### config.mk
export PLATFORM = sky130hd
export DESIGN_NAME = ties_top
export DESIGN_NICKNAME = d
export VERILOG_FILES = /design/src/shared/ties_pkg.sv /design/src/verilog/ties_top.sv
export SDC_FILE = /design/constraint.sdc
export NUM_CORES = 1
export LEC_CHECK = 0
export ABC_AREA = 1
export BUFFER_PORTS_ARGS = -buffer_cell sky130_fd_sc_hd__buf_2
export CORE_MARGIN = 3
export CORE_UTILIZATION = 45
export DETAILED_ROUTE_END_ITERATION = 16
export GPL_TIMING_DRIVEN = 0
export PLACE_DENSITY = 0.76
export RECOVER_POWER = 100
export SLEW_MARGIN = 20
export SYNTH_ARGS = -nofsm -noshare
export SYNTH_HDL_FRONTEND = slang
export SYNTH_SLANG_ARGS = --single-unit
### constraint.sdc
create_clock -name aclk -period 1.5 [get_ports aclk]
set_input_delay 0.3 -clock aclk [delete_from_list [all_inputs] [get_ports aclk]]
set_output_delay 0.3 -clock aclk [all_outputs]
set_load 0.01 [all_outputs]
### src/shared/ties_pkg.sv
// Purpose: constants for the timer interrupt enable/status block
// Assumes: 32-bit AXI4-Lite register bus, byte addresses in the low 8 bits
// Notes:   flag vectors are 5 bits wide, index 4 is the overflow flag

package ties_pkg;

    // ------------------------------------------------------------
    // register map (byte addresses)
    // ------------------------------------------------------------
    localparam logic [7:0] TIES_OFS_ENABLE = 8'h00;
    localparam logic [7:0] TIES_OFS_STATUS = 8'h04;
    localparam logic [7:0] TIES_OFS_EVENT  = 8'h08;
    localparam logic [7:0] TIES_OFS_MASK   = 8'h0C;

    // ------------------------------------------------------------
    // field positions in the 8-bit registers
    // ------------------------------------------------------------
    localparam int TIES_BIT_OVF   = 7;
    localparam int TIES_BIT_CHD   = 3;
    localparam int TIES_BIT_CHC   = 2;
    localparam int TIES_BIT_CHB   = 1;
    localparam int TIES_BIT_CHA   = 0;
    localparam int TIES_NUM_CHAN  = 4;
    localparam int TIES_FLAG_OVF  = 4;

    // reserved bits 6..4 of the enable and status registers read as one
    localparam logic [7:0] TIES_RSVD_ONES = 8'h70;

    // ------------------------------------------------------------
    // reset values and bus answers
    // ------------------------------------------------------------
    localparam logic [4:0]  TIES_FLAG_RESET = 5'h00;
    localparam logic [15:0] TIES_COUNT_MAX  = 16'hFFFF;
    localparam logic [15:0] TIES_COUNT_ZERO = 16'h0000;
    localparam logic [1:0]  TIES_RESP_OKAY  = 2'h0;
    localparam logic [1:0]  TIES_RESP_SLVERR = 2'h2;

endpackage : ties_pkg

### src/verilog/ties_top.sv
// Purpose: interrupt enable and status flags of a 16-bit four-channel timer
// Assumes: counter, general registers and capture strobes come from logic on aclk
// Notes:   AXI4-Lite slave, one write and one read in flight at most

`timescale 1ns/10ps

module ties_top
    import ties_pkg::*;
(
    // clock and reset
    input  wire logic        aclk,
    input  wire logic        aresetn,
    // timer state
    input  wire logic [15:0] timer_count,
    input  wire logic [15:0] general_reg_a,
    input  wire logic [15:0] general_reg_b,
    input  wire logic [15:0] general_reg_c,
    input  wire logic [15:0] general_reg_d,
    input  wire logic [3:0]  chan_capture_mode,
    input  wire logic [3:0]  chan_capture_strobe,
    // interrupt requests
    output logic             overflow_irq_request,
    output logic             chan_d_irq_request,
    output logic             chan_c_irq_request,
    output logic             chan_b_irq_request,
    output logic             chan_a_irq_request,
    output logic             irq,
    // write address channel
    input  wire logic [7:0]  awaddr,
    input  wire logic        awvalid,
    output logic             awready,
    // write data channel
    input  wire logic [31:0] wdata,
    input  wire logic [3:0]  wstrb,
    input  wire logic        wvalid,
    output logic             wready,
    // write response channel
    output logic [1:0]       bresp,
    output logic             bvalid,
    input  wire logic        bready,
    // read address channel
    input  wire logic [7:0]  araddr,
    input  wire logic        arvalid,
    output logic             arready,
    // read data channel
    output logic [31:0]      rdata,
    output logic [1:0]       rresp,
    output logic             rvalid,
    input  wire logic        rready
);

    // ------------------------------------------------------------
    // declarations
    // ------------------------------------------------------------
    logic [4:0]  flag_q;
    logic [4:0]  flag_d;
    logic [4:0]  armed_q;
    logic [4:0]  enable_q;
    logic [4:0]  event_q;
    logic [4:0]  event_d;
    logic [4:0]  mask_q;
    logic [4:0]  set_ev;
    logic [3:0]  match_q;
    logic [3:0]  match_now;
    logic [15:0] count_prev_q;
    logic [15:0] gr_sel [TIES_NUM_CHAN];
    logic        awready_q;
    logic        wready_q;
    logic        bvalid_q;
    logic [1:0]  bresp_q;
    logic        arready_q;
    logic        rvalid_q;
    logic [31:0] rdata_q;
    logic [1:0]  rresp_q;
    logic [7:0]  waddr_q;
    logic [7:0]  wbyte_q;
    logic        wlane_q;
    logic        aw_have_q;
    logic        w_have_q;
    logic        aw_hs;
    logic        w_hs;
    logic        b_hs;
    logic        ar_hs;
    logic        r_hs;
    logic        do_write;
    logic        wr_en;
    logic        wr_status;
    logic        wr_event;
    logic        rd_status;
    logic [7:0]  status_view;
    logic [7:0]  enable_view;
    logic [4:0]  clr_req;

    // pack the flag vector into the register layout
    function automatic logic [7:0] ties_pack(input logic [4:0] v);
        ties_pack = {v[TIES_FLAG_OVF], 3'h0, v[3:0]};
    endfunction : ties_pack

    function automatic logic [4:0] ties_unpack(input logic [7:0] b);
        ties_unpack = {b[TIES_BIT_OVF], b[3:0]};
    endfunction : ties_unpack

    // ------------------------------------------------------------
    // event detection
    // ------------------------------------------------------------
    assign gr_sel[TIES_BIT_CHA] = general_reg_a;
    assign gr_sel[TIES_BIT_CHB] = general_reg_b;
    assign gr_sel[TIES_BIT_CHC] = general_reg_c;
    assign gr_sel[TIES_BIT_CHD] = general_reg_d;

    // a match is flagged on its first cycle only, so a slow counter
    // resting on the compare value does not set the flag again after a clear
    for (genvar i = 0; i < TIES_NUM_CHAN; i++) begin : g_chan
        assign match_now[i] = (timer_count == gr_sel[i]) && !chan_capture_mode[i];
        assign set_ev[i]    = (match_now[i] && !match_q[i])
                            || (chan_capture_mode[i] && chan_capture_strobe[i]);
    end

    assign set_ev[TIES_FLAG_OVF] = (count_prev_q == TIES_COUNT_MAX)
                                 && (timer_count == TIES_COUNT_ZERO);

    always_ff @(posedge aclk) begin
        if (!aresetn) begin
            match_q      <= 4'h0;
            count_prev_q <= TIES_COUNT_ZERO;
        end else begin
            match_q      <= match_now;
            count_prev_q <= timer_count;
        end
    end

    // ------------------------------------------------------------
    // bus handshakes
    // ------------------------------------------------------------
    assign aw_hs     = awvalid && awready_q;
    assign w_hs      = wvalid && wready_q;
    assign b_hs      = bvalid_q && bready;
    assign ar_hs     = arvalid && arready_q;
    assign r_hs      = rvalid_q && rready;
    assign do_write  = aw_have_q && w_have_q && !bvalid_q;
    assign wr_en     = do_write && wlane_q;
    assign wr_status = wr_en && (waddr_q == TIES_OFS_STATUS);
    assign wr_event  = wr_en && (waddr_q == TIES_OFS_EVENT);
    assign rd_status = ar_hs && (araddr == TIES_OFS_STATUS);

    always_ff @(posedge aclk) begin
        if (!aresetn) begin
            awready_q <= 1'b1;
            aw_have_q <= 1'b0;
            waddr_q   <= 8'h00;
        end else if (aw_hs) begin
            awready_q <= 1'b0;
            aw_have_q <= 1'b1;
            waddr_q   <= awaddr;
        end else if (b_hs) begin
            awready_q <= 1'b1;
            aw_have_q <= 1'b0;
        end
    end

    always_ff @(posedge aclk) begin
        if (!aresetn) begin
            wready_q <= 1'b1;
            w_have_q <= 1'b0;
            wbyte_q  <= 8'h00;
            wlane_q  <= 1'b0;
        end else if (w_hs) begin
            wready_q <= 1'b0;
            w_have_q <= 1'b1;
            wbyte_q  <= wdata[7:0];
            wlane_q  <= wstrb[0];
        end else if (b_hs) begin
            wready_q <= 1'b1;
            w_have_q <= 1'b0;
        end
    end

    always_ff @(posedge aclk) begin
        if (!aresetn) begin
            bvalid_q <= 1'b0;
            bresp_q  <= TIES_RESP_OKAY;
        end else if (do_write) begin
            bvalid_q <= 1'b1;
            case (waddr_q)
                TIES_OFS_ENABLE, TIES_OFS_STATUS,
                TIES_OFS_EVENT, TIES_OFS_MASK: bresp_q <= TIES_RESP_OKAY;
                default:                       bresp_q <= TIES_RESP_SLVERR;
            endcase
        end else if (b_hs) begin
            bvalid_q <= 1'b0;
        end
    end

    // ------------------------------------------------------------
    // register read
    // ------------------------------------------------------------
    assign status_view = ties_pack(flag_q) | TIES_RSVD_ONES;
    assign enable_view = ties_pack(enable_q) | TIES_RSVD_ONES;

    always_ff @(posedge aclk) begin
        if (!aresetn) begin
            arready_q <= 1'b1;
            rvalid_q  <= 1'b0;
            rdata_q   <= 32'h0000_0000;
            rresp_q   <= TIES_RESP_OKAY;
        end else if (ar_hs) begin
            arready_q <= 1'b0;
            rvalid_q  <= 1'b1;
            rresp_q   <= TIES_RESP_OKAY;
            case (araddr)
                TIES_OFS_ENABLE: rdata_q <= {24'h00_0000, enable_view};
                TIES_OFS_STATUS: rdata_q <= {24'h00_0000, status_view};
                TIES_OFS_EVENT:  rdata_q <= {24'h00_0000, ties_pack(event_q)};
                TIES_OFS_MASK:   rdata_q <= {24'h00_0000, ties_pack(mask_q)};
                default: begin
                    rdata_q <= 32'h0000_0000;
                    rresp_q <= TIES_RESP_SLVERR;
                end
            endcase
        end else if (r_hs) begin
            arready_q <= 1'b1;
            rvalid_q  <= 1'b0;
        end
    end

    // ------------------------------------------------------------
    // enable and mask registers
    // ------------------------------------------------------------
    always_ff @(posedge aclk) begin
        if (!aresetn) begin
            enable_q <= TIES_FLAG_RESET;
        end else if (wr_en && (waddr_q == TIES_OFS_ENABLE)) begin
            enable_q <= ties_unpack(wbyte_q);
        end
    end

    always_ff @(posedge aclk) begin
        if (!aresetn) begin
            mask_q <= TIES_FLAG_RESET;
        end else if (wr_en && (waddr_q == TIES_OFS_MASK)) begin
            mask_q <= ties_unpack(wbyte_q);
        end
    end

    // ------------------------------------------------------------
    // status flags with read-then-write-zero clear
    // ------------------------------------------------------------
    // a zero written to a bit clears it only if that bit was read as one
    // by an earlier status read; writing one leaves the flag alone
    assign clr_req = wr_status ? (armed_q & ~ties_unpack(wbyte_q)) : 5'h00;

    // hardware set wins over a clear in the same cycle
    assign flag_d = (flag_q & ~clr_req) | set_ev;

    always_ff @(posedge aclk) begin
        if (!aresetn) begin
            flag_q <= TIES_FLAG_RESET;
        end else begin
            flag_q <= flag_d;
        end
    end

    // arming is used up by a status write with byte lane 0 on unless a status read is taken in the same cycle, so each clear needs a fresh read
    always_ff @(posedge aclk) begin
        if (!aresetn) begin
            armed_q <= TIES_FLAG_RESET;
        end else if (rd_status) begin
            armed_q <= flag_q;
        end else if (wr_status) begin
            armed_q <= TIES_FLAG_RESET;
        end
    end

    // ------------------------------------------------------------
    // interrupt requests
    // ------------------------------------------------------------
    ties_req_gate u_req_ovf (
        .aclk      (aclk),
        .aresetn   (aresetn),
        .flag      (flag_q[TIES_FLAG_OVF]),
        .enable    (enable_q[TIES_FLAG_OVF]),
        .request_q (overflow_irq_request)
    );

    ties_req_gate u_req_chd (
        .aclk      (aclk),
        .aresetn   (aresetn),
        .flag      (flag_q[TIES_BIT_CHD]),
        .enable    (enable_q[TIES_BIT_CHD]),
        .request_q (chan_d_irq_request)
    );

    ties_req_gate u_req_chc (
        .aclk      (aclk),
        .aresetn   (aresetn),
        .flag      (flag_q[TIES_BIT_CHC]),
        .enable    (enable_q[TIES_BIT_CHC]),
        .request_q (chan_c_irq_request)
    );

    ties_req_gate u_req_chb (
        .aclk      (aclk),
        .aresetn   (aresetn),
        .flag      (flag_q[TIES_BIT_CHB]),
        .enable    (enable_q[TIES_BIT_CHB]),
        .request_q (chan_b_irq_request)
    );

    ties_req_gate u_req_cha (
        .aclk      (aclk),
        .aresetn   (aresetn),
        .flag      (flag_q[TIES_BIT_CHA]),
        .enable    (enable_q[TIES_BIT_CHA]),
        .request_q (chan_a_irq_request)
    );

    // sticky event log, write one to clear, set wins
    assign event_d = (wr_event ? (event_q & ~ties_unpack(wbyte_q)) : event_q) | set_ev;

    always_ff @(posedge aclk) begin
        if (!aresetn) begin
            event_q <= TIES_FLAG_RESET;
            irq     <= 1'b0;
        end else begin
            event_q <= event_d;
            irq     <= |(event_q & mask_q);
        end
    end

    // ------------------------------------------------------------
    // outputs
    // ------------------------------------------------------------
    assign awready = awready_q;
    assign wready  = wready_q;
    assign bvalid  = bvalid_q;
    assign bresp   = bresp_q;
    assign arready = arready_q;
    assign rvalid  = rvalid_q;
    assign rdata   = rdata_q;
    assign rresp   = rresp_q;

endmodule : ties_top

// ------------------------------------------------------------
// request gate: flag and enable, registered
// ------------------------------------------------------------
module ties_req_gate #(
    parameter int WIDTH = 1
) (
    // clock and reset
    input  wire logic             aclk,
    input  wire logic             aresetn,
    // flag and its enable
    input  wire logic [WIDTH-1:0] flag,
    input  wire logic [WIDTH-1:0] enable,
    // gated request
    output logic      [WIDTH-1:0] request_q
);

    // registered so the request pin never glitches while flag and enable change
    always_ff @(posedge aclk) begin
        if (!aresetn) begin
            request_q <= '0;
        end else begin
            request_q <= flag & enable;
        end
    end

endmodule : ties_req_gate
Word level (Yosys, flattened, before mapping)
Index checks and enable logic that the tools add are counted.
- add/subtract/negate cells: 0
- multiply operators: 0
- div/mod/pow operators: 0
- order comparisons: 0
- equality and inequality tests: 11
- shift-type cells: 0
- multiplexer cells: 18
- bitwise gates (word level): 13
- reduce and logical (&&, ||, !) cells: 50
- operators with widths (operator ; number):
    $eq A16 B16 Y1 ; 4
    $eq A8 B4 Y1 const B ; 4
    $pmux W8 S4 ; 1
    $logic_and A1 B1 Y1 ; 26
    $and A5 B5 Y5 ; 4
    $mux W5 ; 4
    $eq A16 B16 Y1 const B ; 1
    $eq A8 B3 Y1 const B ; 2
    $logic_not A16 Y1 ; 1
    $logic_not A8 Y1 ; 2
    $mux W1 ; 11
    $not A5 Y5 ; 2
    $or A5 B5 Y5 ; 2
    $reduce_bool A2 Y1 ; 5
    $logic_not A1 Y1 ; 9
    $reduce_or A4 Y1 ; 2
    $and A1 B1 Y1 ; 5
    $reduce_or A5 Y1 ; 1
    $logic_or A1 B1 Y1 ; 4
    $mux W2 ; 2
- register bits: 111
- bits in latches: 0
- RAM bits: 0
- bits in read-only memories: 0
- input bits: 147
- output and inout port bits: 47
- logic and storage cells: 118
- memories kept: 0

Longest topological paths before layout
Gate-level depths: netlist (run 1).
- word-level depth: 8
- gate-level depth with buffers: 10
- depth with buffers taken out: 10

Hierarchy
From an unflattened synthesis (run 1), not the netlist that was laid out.
- cell total of the unflattened synthesis: 689
- area, all modules: 4380.5 µm²
- by module, submodules not included (module ; times used ; cells an instance ; area each (µm²) ; seq. area each (µm²)):
    ties_top ; 1 ; 669 ; 4211.5 ; 1501.4
    ties_req_gate ; 5 ; 4 ; 33.8 ; 20.0

Least setup slack after synthesis (run 1)
No wires, ideal clock.
- kind: reg2reg
- start: reg waddr_q[6]
- end: reg enable_q[0]
- library setup time: 0.120 ns
- arrival: 1.110 ns
- data required time: 1.380 ns
- setup slack: 0.270 ns
- cell stages (with the launch flop): 7
- path buffers: 0
- clock period less this slack: 1.230 ns
- cells stage by stage: dfxtp_1 > nor2_1 > nand3_1 > nor3_4 > nand4_4 > o21ai_1 > a21oi_1
- word-level cells in the longest chain between the ends: 2
- ends and longest elaborated chain (item ; RTL line ; source):
    start, declared ; ties_top.sv:75 ; logic [7:0] waddr_q;
    start signal, assigned ; ties_top.sv:154 ; waddr_q <= awaddr;
    $logic_not A8 Y1 ; ties_top.sv:232 ; end else if (wr_en && (waddr_q == TIES_OFS_ENABLE)) begin
    $logic_and A1 B1 Y1 ; ties_top.sv:232 ;
    end signal, assigned ; ties_top.sv:233 ; enable_q <= ties_unpack(wbyte_q);
    end, declared ; ties_top.sv:58 ; logic [4:0] enable_q;
Every way passes these cells.
A chain may end at the register's enable or synchronous reset.

Worst setup path after layout (run 1)
- start: reg waddr_q[7]
- end: reg enable_q[1]
Same word-level chain as after synthesis.

==> run summary, run 1 <==
The flow ran to the end, and the final reports show no timing, DRC or antenna violations. The gate family responsible for the most delay along the worst path is simple AND/OR/NAND/NOR gates. The tools report the number of DRC violations after detailed-routing iteration 0 as 250. Share of the synthesized area in compound gates (AO/OA/AOI/OAI): 11.79%.

Input and output buffers added on the ports amount to 130. sky130_fd_sc_hd__dfxtp_1 takes more of the synthesized area than any other cell. The largest individual stage delay along the critical path comes from the cell sky130_fd_sc_hd__dfxtp_2. The run gives 0 ns as the total negative slack for setup checks.

The longest individual stage delay on the worst path is 0.33 ns, and the number of iterations in the first detailed-routing pass is 5. The tools report the number of hold buffers added after cts as 0. Slew of the pin with the lowest slew margin: 0.5927 ns. The remaining global-route overflow was 0.

For this design the static power due to leakage is 2.980 nW. The tools report the number of nets with antenna violations after routing as 0. Synthesis inferred 80 register bits. The core area is 0.009371 mm².

For the number of pins with negative max-slew slack in the final report, the log shows 0. In the layout the commonest cells are sky130_fd_sc_hd__nand2_1 (198), sky130_fd_sc_hd__buf_2 (119), sky130_fd_sc_hd__inv_1 (107). For the worst-skew pair, the clock arrives at the later sink with an insertion delay of 0.36 ns.

The power density over the cells works out to 896.7 mW/mm². Share of synthesized cell area in and, or, nand and nor gates: 30.93%. Dividing the detail-routed via count by the number of cells gives 4.601. The number of maximum-capacitance violations was 0; the sequential element share of the synthesized area was 36.46%.

For this run, the post-layout net count is 1007. Dividing the synthesized area by the synthesized cell count gives 6.385 µm². The data arrival at the endpoint of the critical path came out at 1.73 ns.

The starting utilization of the core area was 46.88%. The remaining design rule violation count is 0, and the number of cells in the finished layout apart from fillers is 994. Setup violations remaining at the end of the flow were counted as 0. The netlist uses 28 different library cells. Yosys mapped a number of flops with a built-in enable equal to 0.

The final critical delay including setup and external delays is 1.470 ns. The number of global-route vias before repair was 4078; the wire length of the first global-routing pass was 18.58 mm. The H-tree was split into 3 levels.

For the final count of hold timing violations, the log shows 0. Setup repair after global routing could not meet its margin everywhere. The proportion of layout cells with a drive suffix above 1 works out to 24.39%. After synthesis, the largest family of logic cells by area is simple AND/OR/NAND/NOR gates. The clock-pin slew on the worst setup and hold paths is 0.08 ns, and the adder and majority cell fraction of the synthesized area is 0%. Entering global routing, the biggest net connects 15 pins.

The most critical setup path has its startpoint at waddr_q[7]. Summed over its instances, the top area cell type makes up 36.46% of the synthesized netlist area. Across every metal layer, demand over resource in global routing totals 20.74%. The number of antenna violations at the first check in global routing came out at 0. The run gives 972 as the cell total after placement. After layout, the worst path uses 98.02% of the clock period. The initialized floorplan defines 35 standard-cell rows. For the half-perimeter wire length of the detailed placement result, the log shows 9.392 mm. The dominant synthesized flop cell was sky130_fd_sc_hd__dfxtp_1. Routability-driven placement finished with a final weighted congestion of 0.8804.

The tightest min-delay check is of the in2reg type. For this run, the number of Yosys warnings is 0. The peak ir drop on the vdd network was 0.5797 mV; the maximum clock insertion buffer count was 2. On the final layout, the worst clock skew is 0.01104 ns. The worst max-slew margin expressed relative to the limit was 60.48%.

The path type of the worst setup path was reg2reg. The share of flip-flops with an asynchronous set or reset after synthesis is 0%. The mapped netlist covers 0.004393 mm². Derived from the worst setup path, the maximum achievable clock frequency is 680.1 MHz. Along the worst path, the maximum fanout reaches 4. Counting the buffers created by CTS gives 9. The endpoint kind of the worst setup timing path is a flip-flop. Dividing the detail-routed wire length by the instance count gives 12.02 µm. The die width came out at 104.8 µm.

In the post-synthesis netlist, the biggest area contributors are sky130_fd_sc_hd__dfxtp_1 (36%), sky130_fd_sc_hd__nand2_1 (17%), sky130_fd_sc_hd__inv_1 (9.1%), sky130_fd_sc_hd__a21oi_1 (5.1%), sky130_fd_sc_hd__buf_4 (4.8%). Clock tree synthesis selected as its root buffer the cell sky130_fd_sc_hd__clkbuf_8. The worst register-to-register path begins at waddr_q[7]. The area share of xor/xnor cells in the synthesized design works out to 3.589%. Startpoint class of the critical path: a flip-flop. The critical path buffer and inverter count is 1, and the total I/O pin count is 194.

After technology mapping, the gate count stands at 688. From bottom edge to top edge, the die measures 104.8 µm. The floorplan step defined a die boundary enclosing 0.01098 mm². The library cell used most frequently in the layout, excluding fill and tap cells, is sky130_fd_sc_hd__nand2_1.

Summing over every cut layer, the via total after detailed routing is 4573. The startpoint of the worst hold path is timer_count[9]. TritonCTS built the clock tree. The total clock sinks is 80, and the area added between synthesis and finish is 28.65%. Data on the critical path is required at its endpoint by 1.76 ns. Measured against the total synthesized area, the mux share comes to 0%.

Walking the worst path, the cells encountered are nor2_2, nand3_2, nor3_4, nand4_4, buf_12, o21ai_2, a21oi_2. The number of antenna diodes is 0. The routed design has 11.95 mm of wire.
-- per-stage QoR --
| stage | utilization [%] | setup WS, ns | cell area (µm²) | hold WS (ns) | total power [mW] |
|---|---|---|---|---|---|
| finish | 60.31 | 0.02969 | 5652 | 0.1795 | 5.068 |
| global route | 60.31 | -0.04435 | 5652 | 0.1885 | 5.306 |
| CTS | 59.15 | 0.03328 | 5543 | 0.1714 | 5.036 |
| detailed placement | 56.54 | 0.01258 | 5299 | 0.4499 | 3.157 |
| global placement | 56.54 | 0.01718 | 5299 | 0.4484 | 3.146 |
| floorplan | - | 0.2700 | 4487 | 0.3935 | 2.836 |
-- cells in the mapped netlist, types with 2 or more instances --
cell / count
sky130_fd_sc_hd__o21ai_0: 32
sky130_fd_sc_hd__nor2_1: 52
sky130_fd_sc_hd__inv_2: 17
sky130_fd_sc_hd__nand4_1: 13
sky130_fd_sc_hd__a21oi_1: 45
sky130_fd_sc_hd__clkbuf_1: 8
sky130_fd_sc_hd__buf_2: 8
sky130_fd_sc_hd__xnor2_1: 18
sky130_fd_sc_hd__inv_1: 107
sky130_fd_sc_hd__nor4_1: 5
sky130_fd_sc_hd__dfxtp_1: 80
sky130_fd_sc_hd__nand3b_1: 4
sky130_fd_sc_hd__nand4_2: 2
sky130_fd_sc_hd__nand3_1: 29
sky130_fd_sc_hd__nand2_1: 200
sky130_fd_sc_hd__o21ai_1: 23
sky130_fd_sc_hd__nor3_1: 7
sky130_fd_sc_hd__buf_4: 28
-- worst paths after layout --
check             cells after the start               to  slack (ns)
setup / recovery                      7      enable_q[1]        0.03
hold / removal                        3  count_prev_q[9]        0.18
setup reg to reg                      7      enable_q[1]        0.03
hold reg to reg                       2         rdata[2]        0.47
-- registers in the layout, summed over array words and instances (netlist names), 4 cells and up --
name,cells
wbyte_q,5
flag_q,5
enable_q,5
rdata,6
mask_q,5
event_q,5
waddr_q,8
match_q,4
count_prev_q,16
armed_q,5
-- final cells by class --
type | instances | area (µm²)
plain buffers | 45 | 282.8
clock buffers | 9 | 123.9
flip-flops and latches | 80 | 1604
repair buffers | 136 | 693.2
inverters | 125 | 469.2
fillers | 959 | 3720
multi-input cells | 463 | 2197
clock inverters | 7 | 120.1
well taps | 129 | 161.4
-- per-layer routing --
metal	routed length (µm)	vias to the layer above	global-route usage [%]	share of wire, %
met5	0	-	0	0
met4	132	0	6.186	1.1
met3	810	13	3.891	6.8
met2	5729	158	35.93	48
met1	5273	1976	26.12	44
li1	-	2426	-	-
-- worst min-delay path, cell delays in order --
cell and delay, ns:
sky130_fd_sc_hd__buf_2 0.11, sky130_fd_sc_hd__nand2_1 0.05, sky130_fd_sc_hd__inv_1 0.04
-- logic make-up after synthesis --
logic type	count (synthesis)
other	1
buffers and inverters	170
DFF	80
AOI/OAI and AO/OA	102
xor gates and xnor gates	18
and+or+nand+nor	317
-- report_power, final --
part / switching (mW) / total, mW / leakage, nW / internal (mW)
Clock: 0.804 / 1.91 / 0.119 / 1.11
Sequential: 0.0646 / 2.28 / 0.657 / 2.22
Combinational: 0.501 / 0.877 / 2.20 / 0.376
-- what timing repair did --
| item | in CTS | in global routing |
|---|---|---|
| setup buffers | 0 | 6 |
| hold endpoints to repair | 0 | 0 |
| gates resized for setup | 0 | 24 |
| endpoints found under the setup margin | 0 | 22 |
Note: power is estimated with default switching activity, not from simulation.
==> run 2: changes to the inputs <==
--- a/config.mk
+++ b/config.mk
@@ -7,7 +7,7 @@
 export LEC_CHECK = 0
 export ABC_AREA = 1
 export BUFFER_PORTS_ARGS = -buffer_cell sky130_fd_sc_hd__buf_2
-export CORE_MARGIN = 3
+export CORE_MARGIN = 2
 export CORE_UTILIZATION = 45
 export DETAILED_ROUTE_END_ITERATION = 16
 export GPL_TIMING_DRIVEN = 0
==> run summary, run 2 (synthesis gave the netlist of run 1 again) <==
The tools report the overall die area as 0.01057 mm² (was 0.01098 mm²). The final critical-path setup slack is 0.1128 ns (was 0.02969 ns), and the number of antenna violations at the first check in global routing is 0 (unchanged). The die boundary height is 102.8 µm (was 104.8 µm). The tools report the fmax as 720.9 MHz (was 680.1 MHz). The number of hold buffers added after cts was 0 (unchanged); the total of endpoints with negative setup slack in the final report was 0 (unchanged). The tools report the total clock sinks as 80 (unchanged).

The number of pins with negative max-slew slack in the final report is 0 (unchanged), and the last weighted congestion value of the routability-driven placer is 0.8544 (was 0.8804). The switching share of power works out to 25.90% (was 27.03%). The final critical-path share of the clock period came out at 92.48% (was 98.02%). The endpoint kind of the worst setup timing path is a flip-flop (unchanged).

The register share of total power is 44.1% (was 45.0%), and the die width is 102.8 µm (was 104.8 µm). The final count of hold timing violations was 0 (unchanged). The area added between synthesis and finish is 28.08% (was 28.65%), and the required time of the worst setup path is 1.80 ns (was 1.76 ns). The worst-path maximum fanout is 7 (was 4), and the total I/O pin count is 194 (unchanged). The cell-internal power came out at 3.830 mW (was 3.698 mW). For the worst hold slack across all endpoints, the log shows 0.1715 ns (was 0.1795 ns). The remaining global-route overflow was 0 (unchanged). Setup repair after global routing could not meet its margin everywhere.

The clock insertion delay at the later pin of the skew report is 0.36 ns (about the same). The largest register by flop count is count_prev_q (unchanged). The deepest level of the CTS H-tree was 3 (unchanged); the number of buffers created by CTS was 9 (unchanged). The static leakage power came out at 2.981 nW (was 2.980 nW). The clock-pin slew on the worst setup and hold paths is 0.08 ns (about the same). The mean routed wirelength per cell is 11.38 µm (was 12.02 µm).

The number of buffers inserted by port buffering is 130 (unchanged), and the flip-flop and latch area is 0.001603 mm² (was 0.001604 mm²). The number of DRC violations after detailed-routing iteration 0 came out at 179 (was 250). The tools report the net switching component of the power as 1.338 mW (was 1.370 mW). The proportion of layout cells with a drive suffix above 1 was 23.15% (was 24.39%). The detailed-route vias per instance is 4.620 (was 4.601), and the total non-filler cell area in the finished layout is 0.005627 mm² (was 0.005652 mm²). Type of the most critical hold path: in2reg (unchanged). The number of flip-flops in the largest register was 16 (unchanged).

The logs give 14 (was 15) for the maximum number of pins on one net before global-route repair and 36 (was 35) for the standard-cell row count. The run gives 9.104 mm (was 9.392 mm) as the half-perimeter wire length of the detailed placement result. For the placed instance area, the log shows 0.005304 mm² (was 0.005299 mm²). Commonest cells after routing, fill and taps aside: sky130_fd_sc_hd__nand2_1 (198), sky130_fd_sc_hd__buf_2 (119), sky130_fd_sc_hd__inv_1 (107) (unchanged).

The starting utilization of the core area is 45.57% (was 46.88%). The power density over the cells was 918.5 mW/mm² (was 896.7 mW/mm²). The multi-input combinational cell area was 0.002168 mm² (was 0.002197 mm²); the number of iterations in the first detailed-routing pass was 5 (unchanged). Most common cell after layout, fill and taps aside: sky130_fd_sc_hd__nand2_1 (unchanged). The run gives 1012 (was 959) as the fill cell total of the finished layout. The number of cells in the finished layout apart from fillers is 997 (was 994), and the number of nets with antenna violations after routing is 0 (unchanged).

The run gives 976 (was 972) as the cell total after placement. The wire length of the first global-routing pass came out at 18.15 mm (was 18.58 mm). The remaining design rule violation count came out at 0 (unchanged).

For the data arrival at the endpoint of the critical path, the log shows 1.69 ns (was 1.73 ns). TritonCTS built the clock tree. The logs give 0.009083 ns (was 0.01104 ns) for the clock skew and 65.26% (was 60.48%) for the worst max-slew margin expressed relative to the limit. The run gives 39.2% (was 37.7%) as the part of the total power dissipated in the clock network.

The run finished with clean final reports. The run gives 4606 (was 4573) as the total via count in the routed design. The final net count is 1006 (was 1007), and the number of antenna diodes is 0 (unchanged).

The combinational group share of total power was 16.7% (was 17.3%); the slew of the pin with the lowest slew margin was 0.5171 ns (was 0.5927 ns). The peak ir drop on the vdd network is 0.5161 mV (was 0.5797 mV), and the maximum clock insertion buffer count is 2 (unchanged). The tools report the number of global-route vias before repair as 3986 (was 4078). The run gives 5.168 mW (was 5.068 mW) as the total power consumption of the routed design.

Core area: 0.009639 mm² (was 0.009371 mm²). Total global routing track utilization: 22.04% (was 20.74%). The tools report the library cell used as clock root buffer as sky130_fd_sc_hd__clkbuf_8 (unchanged). The total negative slack for setup checks was 0 ns (unchanged).

The placement-stage worst setup slack is -0.01295 ns (was 0.01258 ns), and the number of maximum-capacitance violations is 0 (unchanged). Path type of the worst setup path: reg2reg (unchanged). Core utilization of the finished layout: 58.37% (was 60.31%). Startpoint class of the critical path: a flip-flop (unchanged).

The final critical delay including setup and external delays came out at 1.387 ns (was 1.470 ns). The total wirelength of the detailed-routed design came out at 11.35 mm (was 11.95 mm).
-- run 2: cell types whose count changed in the layout (fill, tap and decap cells not counted), moves of 2 or more --
| cell | before | now |
|---|---|---|
| sky130_fd_sc_hd__a21oi_2 | 2 | 0 |
| sky130_fd_sc_hd__o21ai_1 | 14 | 16 |
| sky130_fd_sc_hd__clkbuf_8 | 9 | 12 |
| sky130_fd_sc_hd__o21ai_0 | 32 | 36 |
| sky130_fd_sc_hd__nor2_2 | 2 | 0 |
| sky130_fd_sc_hd__a21oi_1 | 43 | 45 |
| sky130_fd_sc_hd__o21ai_2 | 9 | 3 |
-- run 2: worst max-delay path, stage by stage (launching register included) --
cell and delay, ns:
sky130_fd_sc_hd__dfxtp_2 0.34, sky130_fd_sc_hd__nor2_4 0.12, sky130_fd_sc_hd__nand3_4 0.10, sky130_fd_sc_hd__nor3_4 0.25, sky130_fd_sc_hd__nand4_4 0.22, sky130_fd_sc_hd__buf_6 0.18
sky130_fd_sc_hd__a21oi_1 0.12
-- run 2: path summary, 6_finish.rpt --
| check | slack (ns) | end | from | depth (start not counted) |
|---|---|---|---|---|
| max | 0.11 | enable_q[1] | waddr_q[7] | 6 |
| min | 0.17 | count_prev_q[9] | timer_count[9] | 3 |
| max reg2reg | 0.11 | enable_q[1] | waddr_q[7] | 6 |
| min reg2reg | 0.46 | armed_q[1] | armed_q[1] | 2 |
-- run 2: timing repair --
action | CTS | global route
gates resized for setup | 1 | 12
setup endpoints to repair | 1 | 23
setup buffers | 4 | 1
pin swaps | 2 | 5
-- run 2: per-layer routing --
metal  track usage [%]  vias to the layer above  wire length (µm)  part of all wire [%]
li1                  -                     2416                 -                     -
met1             28.21                     2003              5110                    45
met2             37.66                      170              5205                    46
met3             3.525                       17               822                   7.2
met4             7.996                        0               212                   1.9
met5                 0                        -                 0                     0
-- run 2: area by class of cell --
cell class | count | share of cell area [%]
multi-input combinational | 463 | 38.54
sequential | 80 | 28.49
timing repair buffer | 135 | 11.94
inverter | 125 | 8.339
buffer | 45 | 5.048
tap | 133 | 2.958
clock buffer | 12 | 2.935
clock inverter | 4 | 1.757
-- run 2: power by group through the flow --
stage          clock [mW]  combinational [mW]  sequential (mW)
2_1_floorplan           0               0.521             2.31
3_3_place_gp            0               0.828             2.32
3_5_place_dp            0               0.837             2.32
4_1_cts              2.03               0.855             2.27
5_1_grt              2.12               0.988             2.29
6_report             2.03               0.863             2.28
==> run 3: changes to the inputs <==
--- a/config.mk
+++ b/config.mk
@@ -8,10 +8,10 @@
 export ABC_AREA = 1
 export BUFFER_PORTS_ARGS = -buffer_cell sky130_fd_sc_hd__buf_2
 export CORE_MARGIN = 2
-export CORE_UTILIZATION = 45
+export CORE_UTILIZATION = 48
 export DETAILED_ROUTE_END_ITERATION = 16
 export GPL_TIMING_DRIVEN = 0
-export PLACE_DENSITY = 0.76
+export PLACE_DENSITY = 0.8
 export RECOVER_POWER = 100
 export SLEW_MARGIN = 20
 export SYNTH_ARGS = -nofsm -noshare
==> run summary, run 3 (synthesis gave the netlist of run 1 again) <==
The tools report the startpoint of the worst hold path as timer_count[9] (unchanged). The worst-path maximum fanout came out at 5 (was 7). The most common cell after layout, fill and taps aside is sky130_fd_sc_hd__nand2_1 (unchanged).

The number of hold buffers added after cts came out at 0 (unchanged). The type of the most critical hold path was in2reg (unchanged). The fmax is 694.9 MHz (was 720.9 MHz), and the detailed-route vias per instance is 4.693 (was 4.620).

Placement-stage worst setup slack: -0.02084 ns (was -0.01295 ns). For the final critical-path setup slack, the log shows 0.06095 ns (was 0.1128 ns). The remaining global-route overflow is 0 (unchanged).

Critical-path cell list: nor2_1, nand3_2, nor3_4, nand4_4, buf_4, o21ai_1, a21oi_1 (was nor2_4, nand3_4, nor3_4, nand4_4, buf_6, a21oi_1). The die boundary height was 99.67 µm (was 102.8 µm). The run finished with clean final reports. The tools report the number of antenna violations at the first check in global routing as 0 (unchanged). The number of antenna diodes is 0 (unchanged). The clock-pin slew on the worst setup and hold paths came out at 0.09 ns (was 0.08 ns).

The mean routed wirelength per cell is 11.40 µm (was 11.38 µm), and the number of stages on the worst hold path is 3 (unchanged). The half-perimeter wire length of the detailed placement result was 8.926 mm (was 9.104 mm); the reg2reg setup slack was 0.06 ns (was 0.11 ns). The total power consumption of the routed design was 5.078 mW (was 5.168 mW); the critical path buffer and inverter count was 1 (unchanged). Library cell used as clock root buffer: sky130_fd_sc_hd__clkbuf_8 (unchanged). The proportion of layout cells with a drive suffix above 1 was 25.06% (was 23.15%); the worst max-slew margin expressed relative to the limit was 62.81% (was 65.26%). The tools report the number of DRC violations after detailed-routing iteration 0 as 156 (was 179). The total negative slack for setup checks is 0 ns (unchanged). The gate family responsible for the most delay along the worst path was simple AND/OR/NAND/NOR gates (unchanged). The clock insertion delay at the later pin of the skew report is 0.35 ns (was 0.36 ns), and the cell total after placement is 951 (was 976). The slew of the pin with the lowest slew margin came out at 0.5536 ns (was 0.5171 ns). The number of maximum-capacitance violations was 0 (unchanged). Setup repair after global routing could not meet its margin everywhere. The run gives 0.005273 mm² (was 0.005304 mm²) as the placed instance area.

The number of buffers inserted by port buffering came out at 130 (unchanged). The number of buffers created by CTS is 9 (unchanged), and the clock skew is 0.01444 ns (was 0.009083 ns). The maximum number of pins on one net before global-route repair was 14 (unchanged). The number of flip-flops in the largest register came out at 16 (unchanged). The number of iterations in the first detailed-routing pass is 5 (unchanged), and the area added between synthesis and finish is 27.31% (was 28.08%). The longest individual stage delay on the worst path was 0.31 ns (was 0.34 ns); the number of pins with negative max-slew slack in the final report was 0 (unchanged). The worst hold slack across all endpoints was 0.1821 ns (was 0.1715 ns). Startpoint class of the critical path: a flip-flop (unchanged). The standard-cell row count came out at 34 (was 36).

The run gives 1.75 ns (was 1.80 ns) as the required time of the worst setup path. The starting utilization of the core area was 49.89% (was 45.57%); the total via count in the routed design was 4571 (was 4606). The reg-to-reg critical path startpoint was waddr_q[6] (was waddr_q[7]). The power density over the cells came out at 908.0 mW/mm² (was 918.5 mW/mm²). The die width is 99.67 µm (was 102.8 µm), and the number of cells in the finished layout apart from fillers is 974 (was 997). The tools report the total I/O pin count as 194 (unchanged).

TritonCTS built the clock tree. The path type of the worst setup path is reg2reg (unchanged). The worst reg2reg path depth came out at 7 (was 6). For the core utilization of the finished layout, the log shows 63.51% (was 58.37%). The wire length of the first global-routing pass is 18.15 mm (unchanged), and the number of nets with antenna violations after routing is 0 (unchanged). The endpoint kind of the worst setup timing path is a flip-flop (unchanged).

Commonest cells after routing, fill and taps aside: sky130_fd_sc_hd__nand2_1 (200), sky130_fd_sc_hd__buf_2 (139), sky130_fd_sc_hd__inv_1 (107) (was sky130_fd_sc_hd__nand2_1 (198), sky130_fd_sc_hd__buf_2 (119), sky130_fd_sc_hd__inv_1 (107)). The last weighted congestion value of the routability-driven placer was 0.8764 (was 0.8544). Total clock sinks: 80 (unchanged). The tools report the fill cell total of the finished layout as 851 (was 1012). The maximum clock insertion buffer count is 2 (unchanged). For the core area, the log shows 0.008806 mm² (was 0.009639 mm²). The number of global-route vias before repair was 4151 (was 3986).

Data arrival at the endpoint of the critical path: 1.69 ns (about the same). The tools report the total non-filler cell area in the finished layout as 0.005593 mm² (was 0.005627 mm²). For the total wirelength of the detailed-routed design, the log shows 11.10 mm (was 11.35 mm).

The hold path endpoint was count_prev_q[9] (unchanged). The run gives 1008 (was 1006) as the final net count. The overall die area came out at 0.009933 mm² (was 0.01057 mm²). The total global routing track utilization is 22.56% (was 22.04%), and the final critical delay including setup and external delays is 1.439 ns (was 1.387 ns). Final count of hold timing violations: 0 (unchanged). For the total of endpoints with negative setup slack in the final report, the log shows 0 (unchanged). The largest register by flop count was count_prev_q (unchanged). For the deepest level of the CTS H-tree, the log shows 3 (unchanged). The run gives 3.047 nW (was 2.981 nW) as the static leakage power. The endpoint of the most critical register-to-register path is enable_q[3] (was enable_q[1]). The final critical-path share of the clock period came out at 95.94% (was 92.48%). Peak ir drop on the vdd network: 0.5126 mV (was 0.5161 mV). The cell with the biggest individual delay on the critical path is sky130_fd_sc_hd__dfxtp_1 (was sky130_fd_sc_hd__dfxtp_2). The remaining design rule violation count came out at 0 (unchanged).
run 3: changes by cell type in the layout (fill, tap and decap cells not counted), moves of 2 or more:
| cell | change |
|---|---|
| sky130_fd_sc_hd__nand2_1 | +2 |
| sky130_fd_sc_hd__buf_2 | +20 |
| sky130_fd_sc_hd__nand2_2 | -2 |
| sky130_fd_sc_hd__clkbuf_1 | -19 |
| sky130_fd_sc_hd__buf_4 | +4 |
| sky130_fd_sc_hd__buf_6 | -2 |
| sky130_fd_sc_hd__o21ai_1 | +6 |
| sky130_fd_sc_hd__o21ai_0 | -6 |
run 3: how the worst max path moves through the flow:
stage                   startpoint          end  slack (ns)  cells after the start
floorplan               waddr_q[6]  enable_q[0]        0.27                      6
global placement        waddr_q[6]  enable_q[2]      0.0009                      6
detailed placement  timer_count[1]    flag_q[3]       -0.02                     11
CTS                     waddr_q[6]  enable_q[1]       0.005                      6
global route                bvalid    flag_q[3]       -0.04                      8
finish                  waddr_q[6]  enable_q[3]        0.06                      7
run 3: routing by layer:
layer  up-vias  GRT usage, %  wire, µm
met4         0         7.376       253
met5         -             0         0
met1      1971         27.02      4655
met3        20         4.638       745
met2       155         40.28      5445
li1       2425             -         -
run 3: area by class of cell:
class / count / area [µm²] / area share [%]
multi-input cells: 463 / 2148 / 38.41
clock inverters: 5 / 102.6 / 1.834
plain buffers: 45 / 284.0 / 5.078
repair buffers: 137 / 700.7 / 12.53
flip-flops and latches: 80 / 1602 / 28.64
clock buffers: 11 / 151.4 / 2.707
inverters: 125 / 469.2 / 8.389
well taps: 108 / 135.1 / 2.416
run 3: report_power, final:
group,internal (mW),switching [mW]
registers,2.21,0.0591
clock network,1.19,0.749
logic,0.374,0.488
run 3: tightest hold or removal path, cell delays in order:
cell and delay (ns):
sky130_fd_sc_hd__buf_2 0.11, sky130_fd_sc_hd__nand2_1 0.05, sky130_fd_sc_hd__inv_1 0.04
run 3: timing repair:
action / in CTS / in global routing
pin swaps: 1 / 3
buffers inserted: 2 / 5
resized for setup: 1 / 5
endpoints found under the setup margin: 1 / 22
